File: src/design/siaio_cfg.svh
// siaio_cfg.svh: register numbers, field positions, reset values and timing for the lamp/alarm block
// assumes: included by bare name; register numbers are the 16-bit register addresses as seen on the link
`ifndef SIAIO_CFG_SVH
`define SIAIO_CFG_SVH

// ----------------------------------------
// register numbers
// ----------------------------------------
`define SIAIO_REG_FAULT_STATUS   16'h9CC1
`define SIAIO_REG_WARN_STATUS    16'h9CC3
`define SIAIO_REG_A1_FAULT_MASK  16'hA13F
`define SIAIO_REG_A1_WARN_MASK   16'hA141
`define SIAIO_REG_A2_FAULT_MASK  16'hA143
`define SIAIO_REG_A2_WARN_MASK   16'hA145
`define SIAIO_REG_ALARM_POLARITY 16'hA147
`define SIAIO_REG_A1_STATE_MASK  16'hA148
`define SIAIO_REG_A2_STATE_MASK  16'hA14A
`define SIAIO_REG_A1_MISC_MASK   16'hA14C
`define SIAIO_REG_A2_MISC_MASK   16'hA14D
`define SIAIO_REG_ISLAND_CFG     16'hA73D
`define SIAIO_BROADCAST_UNIT     8'h00

// ----------------------------------------
// field positions
// ----------------------------------------
`define SIAIO_POL_LINE_ONE_BIT   0
`define SIAIO_POL_LINE_TWO_BIT   1
`define SIAIO_ISL_ENABLE_BIT     0
`define SIAIO_ISL_INVERT_BIT     1
`define SIAIO_EMERGENCY_HALT_INPUT_FAULT_BIT    0

// ----------------------------------------
// reset values
// ----------------------------------------
`define SIAIO_MASK_RESET         32'h0000_0000
`define SIAIO_POL_RESET          16'h0000
`define SIAIO_ISL_RESET          16'h0000

// ----------------------------------------
// timing
// ----------------------------------------
`define SIAIO_CLK_KHZ            100000
`define SIAIO_BIAS_HOLDUP_MS     2500
`define SIAIO_BLINK_SLOW_MS      500
`define SIAIO_BLINK_FAST_MS      100

`endif

File: src/design/siaio_pkg.sv
// siaio_pkg: types shared by the lamp/alarm block
// assumes: compiled before any module of the block
package siaio_pkg;

  // ----------------------------------------
  // mask kinds, index into the mask table
  // ----------------------------------------
  typedef enum logic [1:0] {
    SIAIO_KIND_FAULT = 2'b00,
    SIAIO_KIND_WARN  = 2'b01,
    SIAIO_KIND_STATE = 2'b10,
    SIAIO_KIND_MISC  = 2'b11
  } siaio_kind_t;

  // ----------------------------------------
  // bias supply phases
  // ----------------------------------------
  typedef enum logic [1:0] {
    SIAIO_BIAS_OFF  = 2'b00,
    SIAIO_BIAS_ON   = 2'b01,
    SIAIO_BIAS_HOLD = 2'b10
  } siaio_bias_st_t;

endpackage

File: src/design/siaio_top.sv
// siaio_top: front lamps, discrete inputs and masked alarm lines with their register access
// assumes: link framing already decoded into one register request per cycle; all inputs synchronous to clk_sys
`include "siaio_cfg.svh"
`timescale 1ns/10ps
`default_nettype none

module siaio_top #(
  parameter int unsigned HOLDUP_CYCLES = `SIAIO_BIAS_HOLDUP_MS * `SIAIO_CLK_KHZ,
  parameter int unsigned SLOW_HALF     = `SIAIO_BLINK_SLOW_MS * `SIAIO_CLK_KHZ,
  parameter int unsigned FAST_HALF     = `SIAIO_BLINK_FAST_MS * `SIAIO_CLK_KHZ
) (
  input  wire logic                      clk_sys,
  input  wire logic                      reset,
  input  wire logic [7:0]                unit_address,
  input  wire logic                      req_valid,
  input  wire logic                      req_write,
  input  wire logic [7:0]                req_unit,
  input  wire logic [15:0]               req_addr,
  input  wire logic [15:0]               req_wdata,
  output logic                           rsp_valid,
  output logic                           rsp_exception,
  output logic [15:0]                    rsp_rdata,
  input  wire logic                      boot_active,
  input  wire logic                      boot_host_linked,
  input  wire logic                      boot_xfer_busy,
  input  wire logic                      boot_error,
  input  wire logic                      op_standby,
  input  wire logic                      op_processing,
  input  wire logic                      op_faulted,
  input  wire logic                      emergency_halt_input,
  input  wire logic                      contactor_request,
  input  wire logic                      bias_enable_input,
  input  wire logic                      island_control_input,
  input  wire logic [31:0]               fault_events,
  input  wire logic [31:0]               warning_events,
  input  wire logic [31:0]               state_events,
  input  wire logic [15:0]               misc_events,
  output logic                           lamp_power,
  output logic                           lamp_standby,
  output logic                           lamp_operating,
  output logic                           lamp_fault,
  output logic                           contactor_close,
  output logic                           emergency_halt_fault,
  output logic                           bias_supply_on,
  output var siaio_pkg::siaio_bias_st_t  bias_phase,
  output logic                           island_grid_forming,
  output logic                           alarm_line_one,
  output logic                           alarm_line_two
);
  import siaio_pkg::*;

  // ----------------------------------------
  // address decoding
  // ----------------------------------------
  function automatic logic [15:0] mask_base(input logic line, input siaio_kind_t kind);
    case ({line, kind})
      {1'b0, SIAIO_KIND_FAULT}: mask_base = `SIAIO_REG_A1_FAULT_MASK;
      {1'b0, SIAIO_KIND_WARN}:  mask_base = `SIAIO_REG_A1_WARN_MASK;
      {1'b0, SIAIO_KIND_STATE}: mask_base = `SIAIO_REG_A1_STATE_MASK;
      {1'b0, SIAIO_KIND_MISC}:  mask_base = `SIAIO_REG_A1_MISC_MASK;
      {1'b1, SIAIO_KIND_FAULT}: mask_base = `SIAIO_REG_A2_FAULT_MASK;
      {1'b1, SIAIO_KIND_WARN}:  mask_base = `SIAIO_REG_A2_WARN_MASK;
      {1'b1, SIAIO_KIND_STATE}: mask_base = `SIAIO_REG_A2_STATE_MASK;
      default:                  mask_base = `SIAIO_REG_A2_MISC_MASK;
    endcase
  endfunction

  // misc masks sit one register apart, so they hold a single low word
  function automatic logic mask_word(input logic [15:0] a, input logic line, input siaio_kind_t kind);
    mask_word = (a == mask_base(line, kind)) ||
                ((kind != SIAIO_KIND_MISC) && (a == mask_base(line, kind) + 16'h0001));
  endfunction

  logic [31:0]    mask_ff [2][4];
  logic [15:0]    pol_ff;
  logic [15:0]    isl_cfg_ff;
  logic [31:0]    fstat_ff;
  logic [31:0]    wstat_ff;
  logic           rsp_valid_ff;
  logic           rsp_exc_ff;
  logic [15:0]    rsp_rdata_ff;
  logic           addressed;
  logic           any_mask_hit;
  logic           status_hit;
  logic           cfg_hit;
  logic           wr_take;
  logic [15:0]    rd_word;
  logic [31:0]    cond [4];
  logic [1:0]     alarm_raw;
  logic           blink_slow;
  logic           blink_fast;

  // own unit for reads and writes, broadcast for writes only
  assign addressed  = req_valid && ((req_unit == unit_address) ||
                      (req_write && (req_unit == `SIAIO_BROADCAST_UNIT)));
  assign status_hit = (req_addr == `SIAIO_REG_FAULT_STATUS) || (req_addr == `SIAIO_REG_FAULT_STATUS + 16'h0001) ||
                      (req_addr == `SIAIO_REG_WARN_STATUS)  || (req_addr == `SIAIO_REG_WARN_STATUS + 16'h0001);
  assign cfg_hit    = (req_addr == `SIAIO_REG_ALARM_POLARITY) || (req_addr == `SIAIO_REG_ISLAND_CFG);

  always_comb begin
    any_mask_hit = 1'b0;
    for (int l = 0; l < 2; l++) begin
      for (int k = 0; k < 4; k++) begin
        if (mask_word(req_addr, 1'(l), siaio_kind_t'(k))) begin
          any_mask_hit = 1'b1;
        end
      end
    end
  end

  assign wr_take = addressed && req_write && (any_mask_hit || cfg_hit);

  // ----------------------------------------
  // mask, polarity and island registers
  // ----------------------------------------
  for (genvar gl = 0; gl < 2; gl++) begin : g_line
    for (genvar gk = 0; gk < 4; gk++) begin : g_kind
      localparam logic [15:0] BASE = mask_base(1'(gl), siaio_kind_t'(gk));
      always_ff @(posedge clk_sys or posedge reset) begin
        if (reset) begin
          mask_ff[gl][gk] <= `SIAIO_MASK_RESET;
        end else if (wr_take && (gk == 3) && (req_addr == BASE)) begin
          mask_ff[gl][gk] <= {16'h0000, req_wdata};
        end else if (wr_take && (gk != 3) && (req_addr == BASE)) begin
          mask_ff[gl][gk][31:16] <= req_wdata;
        end else if (wr_take && (gk != 3) && (req_addr == BASE + 16'h0001)) begin
          mask_ff[gl][gk][15:0] <= req_wdata;
        end
      end
    end
  end

  always_ff @(posedge clk_sys or posedge reset) begin
    if (reset) begin
      pol_ff <= `SIAIO_POL_RESET;
    end else if (wr_take && (req_addr == `SIAIO_REG_ALARM_POLARITY)) begin
      pol_ff <= req_wdata;
    end
  end

  always_ff @(posedge clk_sys or posedge reset) begin
    if (reset) begin
      isl_cfg_ff <= `SIAIO_ISL_RESET;
    end else if (wr_take && (req_addr == `SIAIO_REG_ISLAND_CFG)) begin
      isl_cfg_ff <= req_wdata;
    end
  end

  // ----------------------------------------
  // status capture
  // ----------------------------------------
  // emergency halt fault folded into the fault word so masks can route it
  always_ff @(posedge clk_sys or posedge reset) begin
    if (reset) begin
      fstat_ff <= 32'h0000_0000;
      wstat_ff <= 32'h0000_0000;
    end else begin
      fstat_ff <= fault_events | (32'(!emergency_halt_input) << `SIAIO_EMERGENCY_HALT_INPUT_FAULT_BIT);
      wstat_ff <= warning_events;
    end
  end

  // ----------------------------------------
  // read data and answer
  // ----------------------------------------
  always_comb begin
    rd_word = 16'h0000;
    if (req_addr == `SIAIO_REG_FAULT_STATUS)                rd_word = fstat_ff[31:16];
    if (req_addr == `SIAIO_REG_FAULT_STATUS + 16'h0001)     rd_word = fstat_ff[15:0];
    if (req_addr == `SIAIO_REG_WARN_STATUS)                 rd_word = wstat_ff[31:16];
    if (req_addr == `SIAIO_REG_WARN_STATUS + 16'h0001)      rd_word = wstat_ff[15:0];
    if (req_addr == `SIAIO_REG_ALARM_POLARITY)              rd_word = pol_ff;
    if (req_addr == `SIAIO_REG_ISLAND_CFG)                  rd_word = isl_cfg_ff;
    for (int l = 0; l < 2; l++) begin
      for (int k = 0; k < 4; k++) begin
        if ((k != 3) && (req_addr == mask_base(1'(l), siaio_kind_t'(k)))) rd_word = mask_ff[l][k][31:16];
        if ((k == 3) && (req_addr == mask_base(1'(l), siaio_kind_t'(k)))) rd_word = mask_ff[l][k][15:0];
        if ((k != 3) && (req_addr == mask_base(1'(l), siaio_kind_t'(k)) + 16'h0001)) rd_word = mask_ff[l][k][15:0];
      end
    end
  end

  // broadcast writes take effect silently; no answer goes back
  always_ff @(posedge clk_sys or posedge reset) begin
    if (reset) begin
      rsp_valid_ff <= 1'b0;
      rsp_exc_ff   <= 1'b0;
      rsp_rdata_ff <= 16'h0000;
    end else begin
      rsp_valid_ff <= addressed && !(req_write && (req_unit == `SIAIO_BROADCAST_UNIT));
      rsp_exc_ff   <= req_write ? !(any_mask_hit || cfg_hit) : !(any_mask_hit || cfg_hit || status_hit);
      rsp_rdata_ff <= req_write ? req_wdata : rd_word;
    end
  end

  // ----------------------------------------
  // alarm lines
  // ----------------------------------------
  assign cond[0] = fstat_ff;
  assign cond[1] = wstat_ff;
  assign cond[2] = state_events;
  assign cond[3] = {16'h0000, misc_events};

  always_comb begin
    alarm_raw = 2'b00;
    for (int l = 0; l < 2; l++) begin
      for (int k = 0; k < 4; k++) begin
        alarm_raw[l] = alarm_raw[l] | (|(cond[k] & mask_ff[l][k]));
      end
    end
  end

  logic alarm_one_ff;
  logic alarm_two_ff;
  always_ff @(posedge clk_sys or posedge reset) begin
    if (reset) begin
      alarm_one_ff <= 1'b0;
      alarm_two_ff <= 1'b0;
    end else begin
      alarm_one_ff <= alarm_raw[0] ^ pol_ff[`SIAIO_POL_LINE_ONE_BIT];
      alarm_two_ff <= alarm_raw[1] ^ pol_ff[`SIAIO_POL_LINE_TWO_BIT];
    end
  end

  // ----------------------------------------
  // emergency halt and island input
  // ----------------------------------------
  // hard gate: no register can override the halt input
  logic contactor_ff;
  logic halt_fault_ff;
  logic grid_form_ff;
  always_ff @(posedge clk_sys or posedge reset) begin
    if (reset) begin
      contactor_ff  <= 1'b0;
      halt_fault_ff <= 1'b0;
    end else begin
      contactor_ff  <= contactor_request && emergency_halt_input;
      halt_fault_ff <= !emergency_halt_input;
    end
  end

  // unconnected pin reads low, which keeps grid-tie unless the enable and invert bits are both set
  always_ff @(posedge clk_sys or posedge reset) begin
    if (reset) begin
      grid_form_ff <= 1'b0;
    end else begin
      grid_form_ff <= isl_cfg_ff[`SIAIO_ISL_ENABLE_BIT] &&
                      (island_control_input ^ isl_cfg_ff[`SIAIO_ISL_INVERT_BIT]);
    end
  end

  // ----------------------------------------
  // bias supply hold-up
  // ----------------------------------------
  siaio_bias_st_t bias_st_ff;
  siaio_bias_st_t nxt_bias_st;
  logic [31:0]    hold_cnt_ff;
  logic           bias_on_ff;

  always_comb begin
    case (bias_st_ff)
      SIAIO_BIAS_OFF:  nxt_bias_st = bias_enable_input ? SIAIO_BIAS_ON : SIAIO_BIAS_OFF;
      SIAIO_BIAS_ON:   nxt_bias_st = bias_enable_input ? SIAIO_BIAS_ON : SIAIO_BIAS_HOLD;
      SIAIO_BIAS_HOLD: nxt_bias_st = bias_enable_input ? SIAIO_BIAS_ON :
                                     ((hold_cnt_ff == HOLDUP_CYCLES - 32'd1) ? SIAIO_BIAS_OFF : SIAIO_BIAS_HOLD);
      default:         nxt_bias_st = SIAIO_BIAS_OFF;
    endcase
  end

  always_ff @(posedge clk_sys or posedge reset) begin
    if (reset) begin
      bias_st_ff  <= SIAIO_BIAS_OFF;
      hold_cnt_ff <= 32'h0000_0000;
      bias_on_ff  <= 1'b0;
    end else begin
      bias_st_ff  <= nxt_bias_st;
      bias_on_ff  <= nxt_bias_st != SIAIO_BIAS_OFF;
      hold_cnt_ff <= (bias_st_ff == SIAIO_BIAS_HOLD) ? hold_cnt_ff + 32'd1 : 32'h0000_0000;
    end
  end

  // ----------------------------------------
  // lamps
  // ----------------------------------------
  siaio_blink #(
    .SLOW_HALF (SLOW_HALF),
    .FAST_HALF (FAST_HALF)
  ) u_blink (
    .clk_sys    (clk_sys),
    .reset      (reset),
    .blink_slow (blink_slow),
    .blink_fast (blink_fast)
  );

  logic [3:0] lamp_ff;
  always_ff @(posedge clk_sys or posedge reset) begin
    if (reset) begin
      lamp_ff <= 4'h0;
    end else if (boot_active) begin
      lamp_ff <= {boot_error, boot_xfer_busy && blink_fast, boot_host_linked, blink_slow};
    end else begin
      lamp_ff <= {op_faulted || !emergency_halt_input, op_processing, op_standby,
                  bias_st_ff != SIAIO_BIAS_OFF};
    end
  end

  assign lamp_power           = lamp_ff[0];
  assign lamp_standby         = lamp_ff[1];
  assign lamp_operating       = lamp_ff[2];
  assign lamp_fault           = lamp_ff[3];
  assign contactor_close      = contactor_ff;
  assign emergency_halt_fault = halt_fault_ff;
  assign bias_supply_on       = bias_on_ff;
  assign bias_phase           = bias_st_ff;
  assign island_grid_forming  = grid_form_ff;
  assign alarm_line_one       = alarm_one_ff;
  assign alarm_line_two       = alarm_two_ff;
  assign rsp_valid            = rsp_valid_ff;
  assign rsp_exception        = rsp_exc_ff;
  assign rsp_rdata            = rsp_rdata_ff;
endmodule // siaio_top

`default_nettype wire

File: src/design/siaio_blink.sv
// siaio_blink: slow and fast square waves for the lamps
// assumes: one clock, asynchronous active-high reset
`timescale 1ns/10ps
`default_nettype none

module siaio_blink #(
  parameter int unsigned SLOW_HALF = 32'd50_000_000,
  parameter int unsigned FAST_HALF = 32'd10_000_000
) (
  input  wire logic clk_sys,
  input  wire logic reset,
  output logic      blink_slow,
  output logic      blink_fast
);

  logic [31:0] slow_cnt_ff;
  logic [31:0] fast_cnt_ff;
  logic        slow_ff;
  logic        fast_ff;

  // ----------------------------------------
  // free-running half-period counters
  // ----------------------------------------
  always_ff @(posedge clk_sys or posedge reset) begin
    if (reset) begin
      slow_cnt_ff <= 32'h0000_0000;
      slow_ff     <= 1'b0;
    end else if (slow_cnt_ff == SLOW_HALF - 32'd1) begin
      slow_cnt_ff <= 32'h0000_0000;
      slow_ff     <= ~slow_ff;
    end else begin
      slow_cnt_ff <= slow_cnt_ff + 32'd1;
    end
  end

  always_ff @(posedge clk_sys or posedge reset) begin
    if (reset) begin
      fast_cnt_ff <= 32'h0000_0000;
      fast_ff     <= 1'b0;
    end else if (fast_cnt_ff == FAST_HALF - 32'd1) begin
      fast_cnt_ff <= 32'h0000_0000;
      fast_ff     <= ~fast_ff;
    end else begin
      fast_cnt_ff <= fast_cnt_ff + 32'd1;
    end
  end

  assign blink_slow = slow_ff;
  assign blink_fast = fast_ff;

endmodule // siaio_blink

`default_nettype wire

File: config.mk
export PLATFORM = sky130hd
export DESIGN_NAME = siaio_top
export DESIGN_NICKNAME = d
export VERILOG_FILES = /design/src/design/siaio_pkg.sv /design/src/design/siaio_top.sv /design/src/design/siaio_blink.sv
export VERILOG_INCLUDE_DIRS = /design/src /design/src/design
export SDC_FILE = /design/constraint.sdc
export NUM_CORES = 1
export LEC_CHECK = 0
export ABC_CLOCK_PERIOD_IN_PS = 10900
export BUFFER_PORTS_ARGS = -buffer_cell sky130_fd_sc_hd__buf_4
export CAP_MARGIN = 10
export CORE_MARGIN = 1
export CORE_UTILIZATION = 54
export DETAILED_ROUTE_END_ITERATION = 10
export PLACE_DENSITY = 0.77
export SETUP_SLACK_MARGIN = 0.2
export SYNTH_ARGS = -nofsm -noshare
export SYNTH_HDL_FRONTEND = slang
export SYNTH_HIERARCHICAL = 1
export SYNTH_SLANG_ARGS = --single-unit
File: constraint.sdc
create_clock -name clk_sys -period 10.9 [get_ports clk_sys]
set_input_delay 1.09 -clock clk_sys [delete_from_list [all_inputs] [get_ports clk_sys]]
set_output_delay 1.09 -clock clk_sys [all_outputs]
set_load 0.01 [all_outputs]
# After elaboration in Yosys (flattened, before gate mapping)
# Cells that the tools add are included.
dict set report totals {
  regBits 448
  out_inout_bits 30
  input_bits 175
  word_cells 188
}
dict set report op_classes {
  add_sub_neg 3
  n_reduce_logical 60
  eq_ne 26
  n_mux 39
  n_bitwise 26
}
# cell n
set op_table {}
lappend op_table {{two-way mux 16 bit} 21}
lappend op_table {{equality test 16 bit (second input constant)} 20}
lappend op_table {{OR reduction 32 bit} 8}
lappend op_table {{bitwise AND 32 bit} 6}
lappend op_table {{adder 32 x 1 -> 32 bit (second input constant)} 3}
lappend op_table {{two-way mux 32 bit} 3}
lappend op_table {{bitwise AND 16 bit} 2}
lappend op_table {{equality test 32 x 24 -> 1 bit (second input constant)} 1}
lappend op_table {{equality test 32 x 26 -> 1 bit (second input constant)} 1}
lappend op_table {{equality test 32 x 28 -> 1 bit (second input constant)} 1}
lappend op_table {{bitwise OR 32 x 1 -> 32 bit} 1}
lappend op_table {{logical AND 1 bit} 24}
lappend op_table {{logical OR 1 bit} 14}
lappend op_table {{AND reduction 2 bit} 6}
lappend op_table {{two-way mux 1 bit} 10}
lappend op_table {{equality test 8 bit} 1}
lappend op_table {{zero test 8 bit} 1}
lappend op_table {{NOT 1 bit} 8}
lappend op_table {{two-way mux 2 bit} 3}
lappend op_table {{bitwise OR 1 bit} 6}
lappend op_table {{one-hot mux 2 bit (3 select lines)} 1}
lappend op_table {{zero test 1 bit} 4}
lappend op_table {{two-way mux 4 bit} 1}
lappend op_table {{nonzero test 2 bit} 2}
lappend op_table {{4 further kinds} 6}

# Logic depth before layout (Yosys ltp)
dict set report depth {
  ltp_word 22
  mapped_depth 10
  ltp_nobuf 8
}

# Cells and area by module
# Netlist, hierarchy kept.
# mod instances seq_area_each_um2 cells_per_inst area_each_um2
set modules_own_cells {}
lappend modules_own_cells {siaio_top 1 9559.2 1542 18576.6}
lappend modules_own_cells {siaio_blink 1 1651.6 306 3230.6}

# Least setup slack after synthesis
# OpenSTA, ideal clock, no wires.
dict set report synth_path {
  path_type {in2reg}
  start {input port req_addr[3]}
  end {register mask_ff[176] (netlist bit)}
  required_time_ns 10.775
  setup_ns 0.125
  n_path_buf 3
  arrival_ns 3.198
  slack_ns 7.577
  path_stages 9
  path_cell_list {buf_2 nand2_1 or4_4 a41oi_2 nand3_4 buf_12 nor2_8 buf_6 mux2_4}
}
dict set report synth_via {
  elab_chain_cells 13
  elab_cells_between_ends 34
  cone_classes {eq/ne (16); mux (8); reduce/logical (10)}
}
# element line
set synth_lines {}
lappend synth_lines {{start: declaration} siaio_top.sv:18} ;# input wire logic [15:0] req_addr,
lappend synth_lines {{equality test 16 bit, on equally long branches} --}
lappend synth_lines {{logical OR 1 bit} siaio_top.sv:70} ;# mask_word = (a == mask_base(line, kind)) ||
lappend synth_lines {{two-way mux 1 bit (8 in series)} siaio_top.sv:104} ;# if (mask_word(req_addr, 1'(l), siaio_kind_t'(k))) begin
lappend synth_lines {{logical OR 1 bit} siaio_top.sv:111} ;# assign wr_take = addressed && req_write && (any_mask_hit || cfg_hit);
lappend synth_lines {{logical AND 1 bit} siaio_top.sv:111}
lappend synth_lines {{logical AND 1 bit (*)} siaio_top.sv:124} ;# end else if (wr_take && (gk != 3) && (req_addr == BASE)) begin
lappend synth_lines {{end signal: indexed assignment} siaio_top.sv:123} ;# mask_ff[gl][gk] <= {16'h0000, req_wdata};
lappend synth_lines {{end signal: indexed assignment} siaio_top.sv:125} ;# mask_ff[gl][gk][31:16] <= req_wdata;
lappend synth_lines {{end signal: indexed assignment} siaio_top.sv:127} ;# mask_ff[gl][gk][15:0] <= req_wdata;
lappend synth_lines {{end: declaration} siaio_top.sv:74} ;# logic [31:0] mask_ff [2][4];
# Mark *: on every way between the ends. The rest lies on a longest branch, timed or not.
# A chain may end at the register's enable or synchronous reset.

# Worst setup path after layout
dict set report layout_path {
  start {input port req_addr[0]}
  end {register pol_ff[7]}
}
dict set report layout_via {
  elab_chain_cells 13
  elab_cells_between_ends 34
  cone_classes {eq/ne (16); mux (8); reduce/logical (10)}
}
# element line
set layout_lines {}
lappend layout_lines {{equality test 16 bit, on equally long branches} --}
lappend layout_lines {{logical OR 1 bit} siaio_top.sv:70}
lappend layout_lines {{two-way mux 1 bit (8 in series)} siaio_top.sv:104}
lappend layout_lines {{logical OR 1 bit} siaio_top.sv:111}
lappend layout_lines {{logical AND 1 bit} siaio_top.sv:111}
lappend layout_lines {{logical AND 1 bit (*)} siaio_top.sv:136} ;# end else if (wr_take && (req_addr == `SIAIO_REG_ALARM_POLARITY)) begin
lappend layout_lines {{end signal: assignment} siaio_top.sv:135} ;# pol_ff <= `SIAIO_POL_RESET;
lappend layout_lines {{end signal: assignment} siaio_top.sv:137} ;# pol_ff <= req_wdata;
lappend layout_lines {{end: declaration} siaio_top.sv:75} ;# logic [15:0] pol_ff;
# Marked as above.

==> impl_metrics.csv <==
group,metric,value,unit
status,status,"complete, no violations",
placement,dp_hpwl,68.9,mm
cts,clk_path_buf_depth,3,
cts,cts.htree.levels,2,
power,max-vdd-ir-drop,185,uV
detailed_routing,vias,18862,
grt,grt_pass1_vias,18309,
timing,rsz0062_at_grt,"false",
detailed_routing,drt-initial-drc-count,2829,
timing,finalClockSkew,0.0190,ns
die,die_y,203,um
setup_path,end_kind,"flip-flop",
timing,drv_slew,0,
timing,min_period_over_period,0.382,
yosys,async_flop_share,1.00,
timing,worst_pin_slew,1.32,ns
detailed_routing,wl,95.8,mm
setup_path,required,11.38,ns
setup_path,arrival,4.65,ns
detailed_routing,ant_nets,0,
grt,grt_pass1_wl,134,mm
cts,cts_tree,"done",
cts,cts_sinks,448,
timing,finalSetupTns,0,ns
cts,cts_inserted_buffers,48,
grt,grt_use_total,0.468,
run,maxCapViolations,0,
detailed_routing,drc_errors,0,
yosys,netlist_area,21800,um2
power,powerDensity,143,nW/um2
power,p_leak,0.0118,uW
cts,cts_root_buffer,"clkbuf_16",
cts,cts_resized,0,
timing,hold_viol,0,
yosys,syn_avg_cell_area,11.8,um2
timing,fmax,240,MHz
yosys,synth-edff-count,0,
yosys,synth_nets,2026,
grt,grt.overflow.total,0,
timing,setup_violations,0,
finish,fin_nets,2224,
timing,layout_min_cycle_time,4.17,ns
detailed_routing,wl_per_cell,36.7,um
die,rows,73,
cts,postCtsHoldBufs,0,
min_path,hp-class,"in -> async",
yosys,ys_seq_elements,448,
finish,drive_above_1_share,0.287,
placement,portBuffers,204,
die,core-area,39800,um2
finish,final_common_cell,"dfrtp_1",
grt,antenna_found_initial,4,
die,dieArea,41200,um2
finish,final_cell_mix,"dfrtp_1 (448), buf_4 (235), mux2_2 (203)",
cts,path_clk_slew,0.06,ns
yosys,ys.warnings.count,6,
cts,worstSkewPairLatency,0.62,ns
timing,holdWs,0.422,ns
detailed_routing,viasPerCell,7.22,
yosys,synth_cell_type_count,95,
placement,place_area,23800,um2
timing,slew_headroom,0.115,
cts,post_cts_buffers,0,
detailed_routing,drtPass1Iterations,7,
finish,final_area,25500,um2
setup_path,cp_max_fo,44,
setup_path,crit_type,"in -> reg",
yosys,yosysSeqAreaShare,0.514,
finish,syn_to_final_growth,16.7,%
die,ios,205,
grt,grt_max_degree,182,
placement,place_congestion,1.17,
setup_path,cp-start-kind,"input port",
die,die_width,203,um
die,start_util,0.548,
setup_path,reg2regPathDepth,6,
yosys,syn_inst,1848,
yosys,synth_top_flop_cell,"dfrtp_1",
-- Yosys cell counts, types with 15 or more instances --
library cell | n | area, um2
a21oi_1 | 64 | 320
a221oi_1 | 44 | 385
a22o_1 | 28 | 245
a22oi_1 | 94 | 706
and3_1 | 16 | 100
buf_6 | 15 | 169
clkbuf_1 | 49 | 184
dfrtp_1 | 448 | 11200
inv_1 | 16 | 60.1
mux2_1 | 53 | 597
mux2_2 | 203 | 2290
nand2_1 | 84 | 315
nand3_1 | 63 | 315
nand4_1 | 53 | 332
nor2_1 | 115 | 432
nor3_1 | 32 | 160
nor4_1 | 20 | 125
o21ai_0 | 37 | 185
o221ai_1 | 18 | 158
o22ai_1 | 23 | 144
or3_1 | 17 | 106
xnor2_1 | 44 | 385
xor2_1 | 46 | 403
-- routing by layer --
metal	part of all wire	up-vias	global-route usage	routed length, um
li1	-	7450	-	-
met1	0.36	9395	0.590	34900
met2	0.42	1560	0.670	40100
met3	0.13	455	0.167	12600
met4	0.085	2	0.330	8160
met5	0.00014	-	0	13
-- state kept, by name (all words and copies together) (netlist names), 4 cells and up --
signal,count
wstat_ff,32
u_blink/slow_cnt_ff,32
fstat_ff,32
mask_ff,224
isl_cfg_ff,16
hold_cnt_ff,32
pol_ff,16
rsp_rdata,16
lamp_ff,4
u_blink/fast_cnt_ff,32
-- power by group --
group,internal [uW],switching [uW]
clock,1010,713
sequential,1680,35.4
combinational,73.6,134
-- cells by family after synthesis --
kind of cell | after synthesis | share of synthesized area
DFF | 448 | 0.514
AOI/OAI and AO/OA | 408 | 0.138
and+or+nand+nor | 525 | 0.143
muxes | 269 | 0.140
buffers and inverters | 104 | 0.0258
adders and majority gates | 3 | 0.00172
xor gates and xnor gates | 91 | 0.0369
-- path summary, 6_finish.rpt --
path	start	to	slack [ns]
max	req_addr[0]	pol_ff[7]	6.73
min	reset	lamp_ff[0]	0.42
max reg2reg	mask_ff[54]	alarm_line_two	8.13
min reg2reg	hold_cnt_ff[0]	hold_cnt_ff[0]	0.46
max in group asynchronous	reset	wstat_ff[31]	8.57
min in group clk_sys	hold_cnt_ff[0]	hold_cnt_ff[0]	0.46
-- metrics by stage --
stage	setup WS [ns]	total power, uW	util	instances
2_1_floorplan	4.68	1810	-	1848
3_3_place_gp	6.26	1940	0.598	2521
3_5_place_dp	6.19	1940	0.598	2521
4_1_cts	6.79	3650	0.639	2607
5_1_grt	6.60	3730	0.639	2607
6_report	6.73	3650	0.639	2611
-- cell type report --
class                      count  area, um2
antenna                        4       10.0
clock buffer                  69       1380
clock inverter                17        272
fill                        3065      14400
inverter                      16       63.8
multi-input combinational   1296      10100
sequential                   448      11200
tap                          525        657
timing repair buffer         236       1780
-- critical path, stage by stage --
cell and delay, ns:
buf_4 0.43, nand2_1 0.22, or4_4 0.59, a41oi_2 0.32
nand3_4 0.57, nor2_2 0.95, mux2_2 0.43
Power figures use the tool's default switching activity.
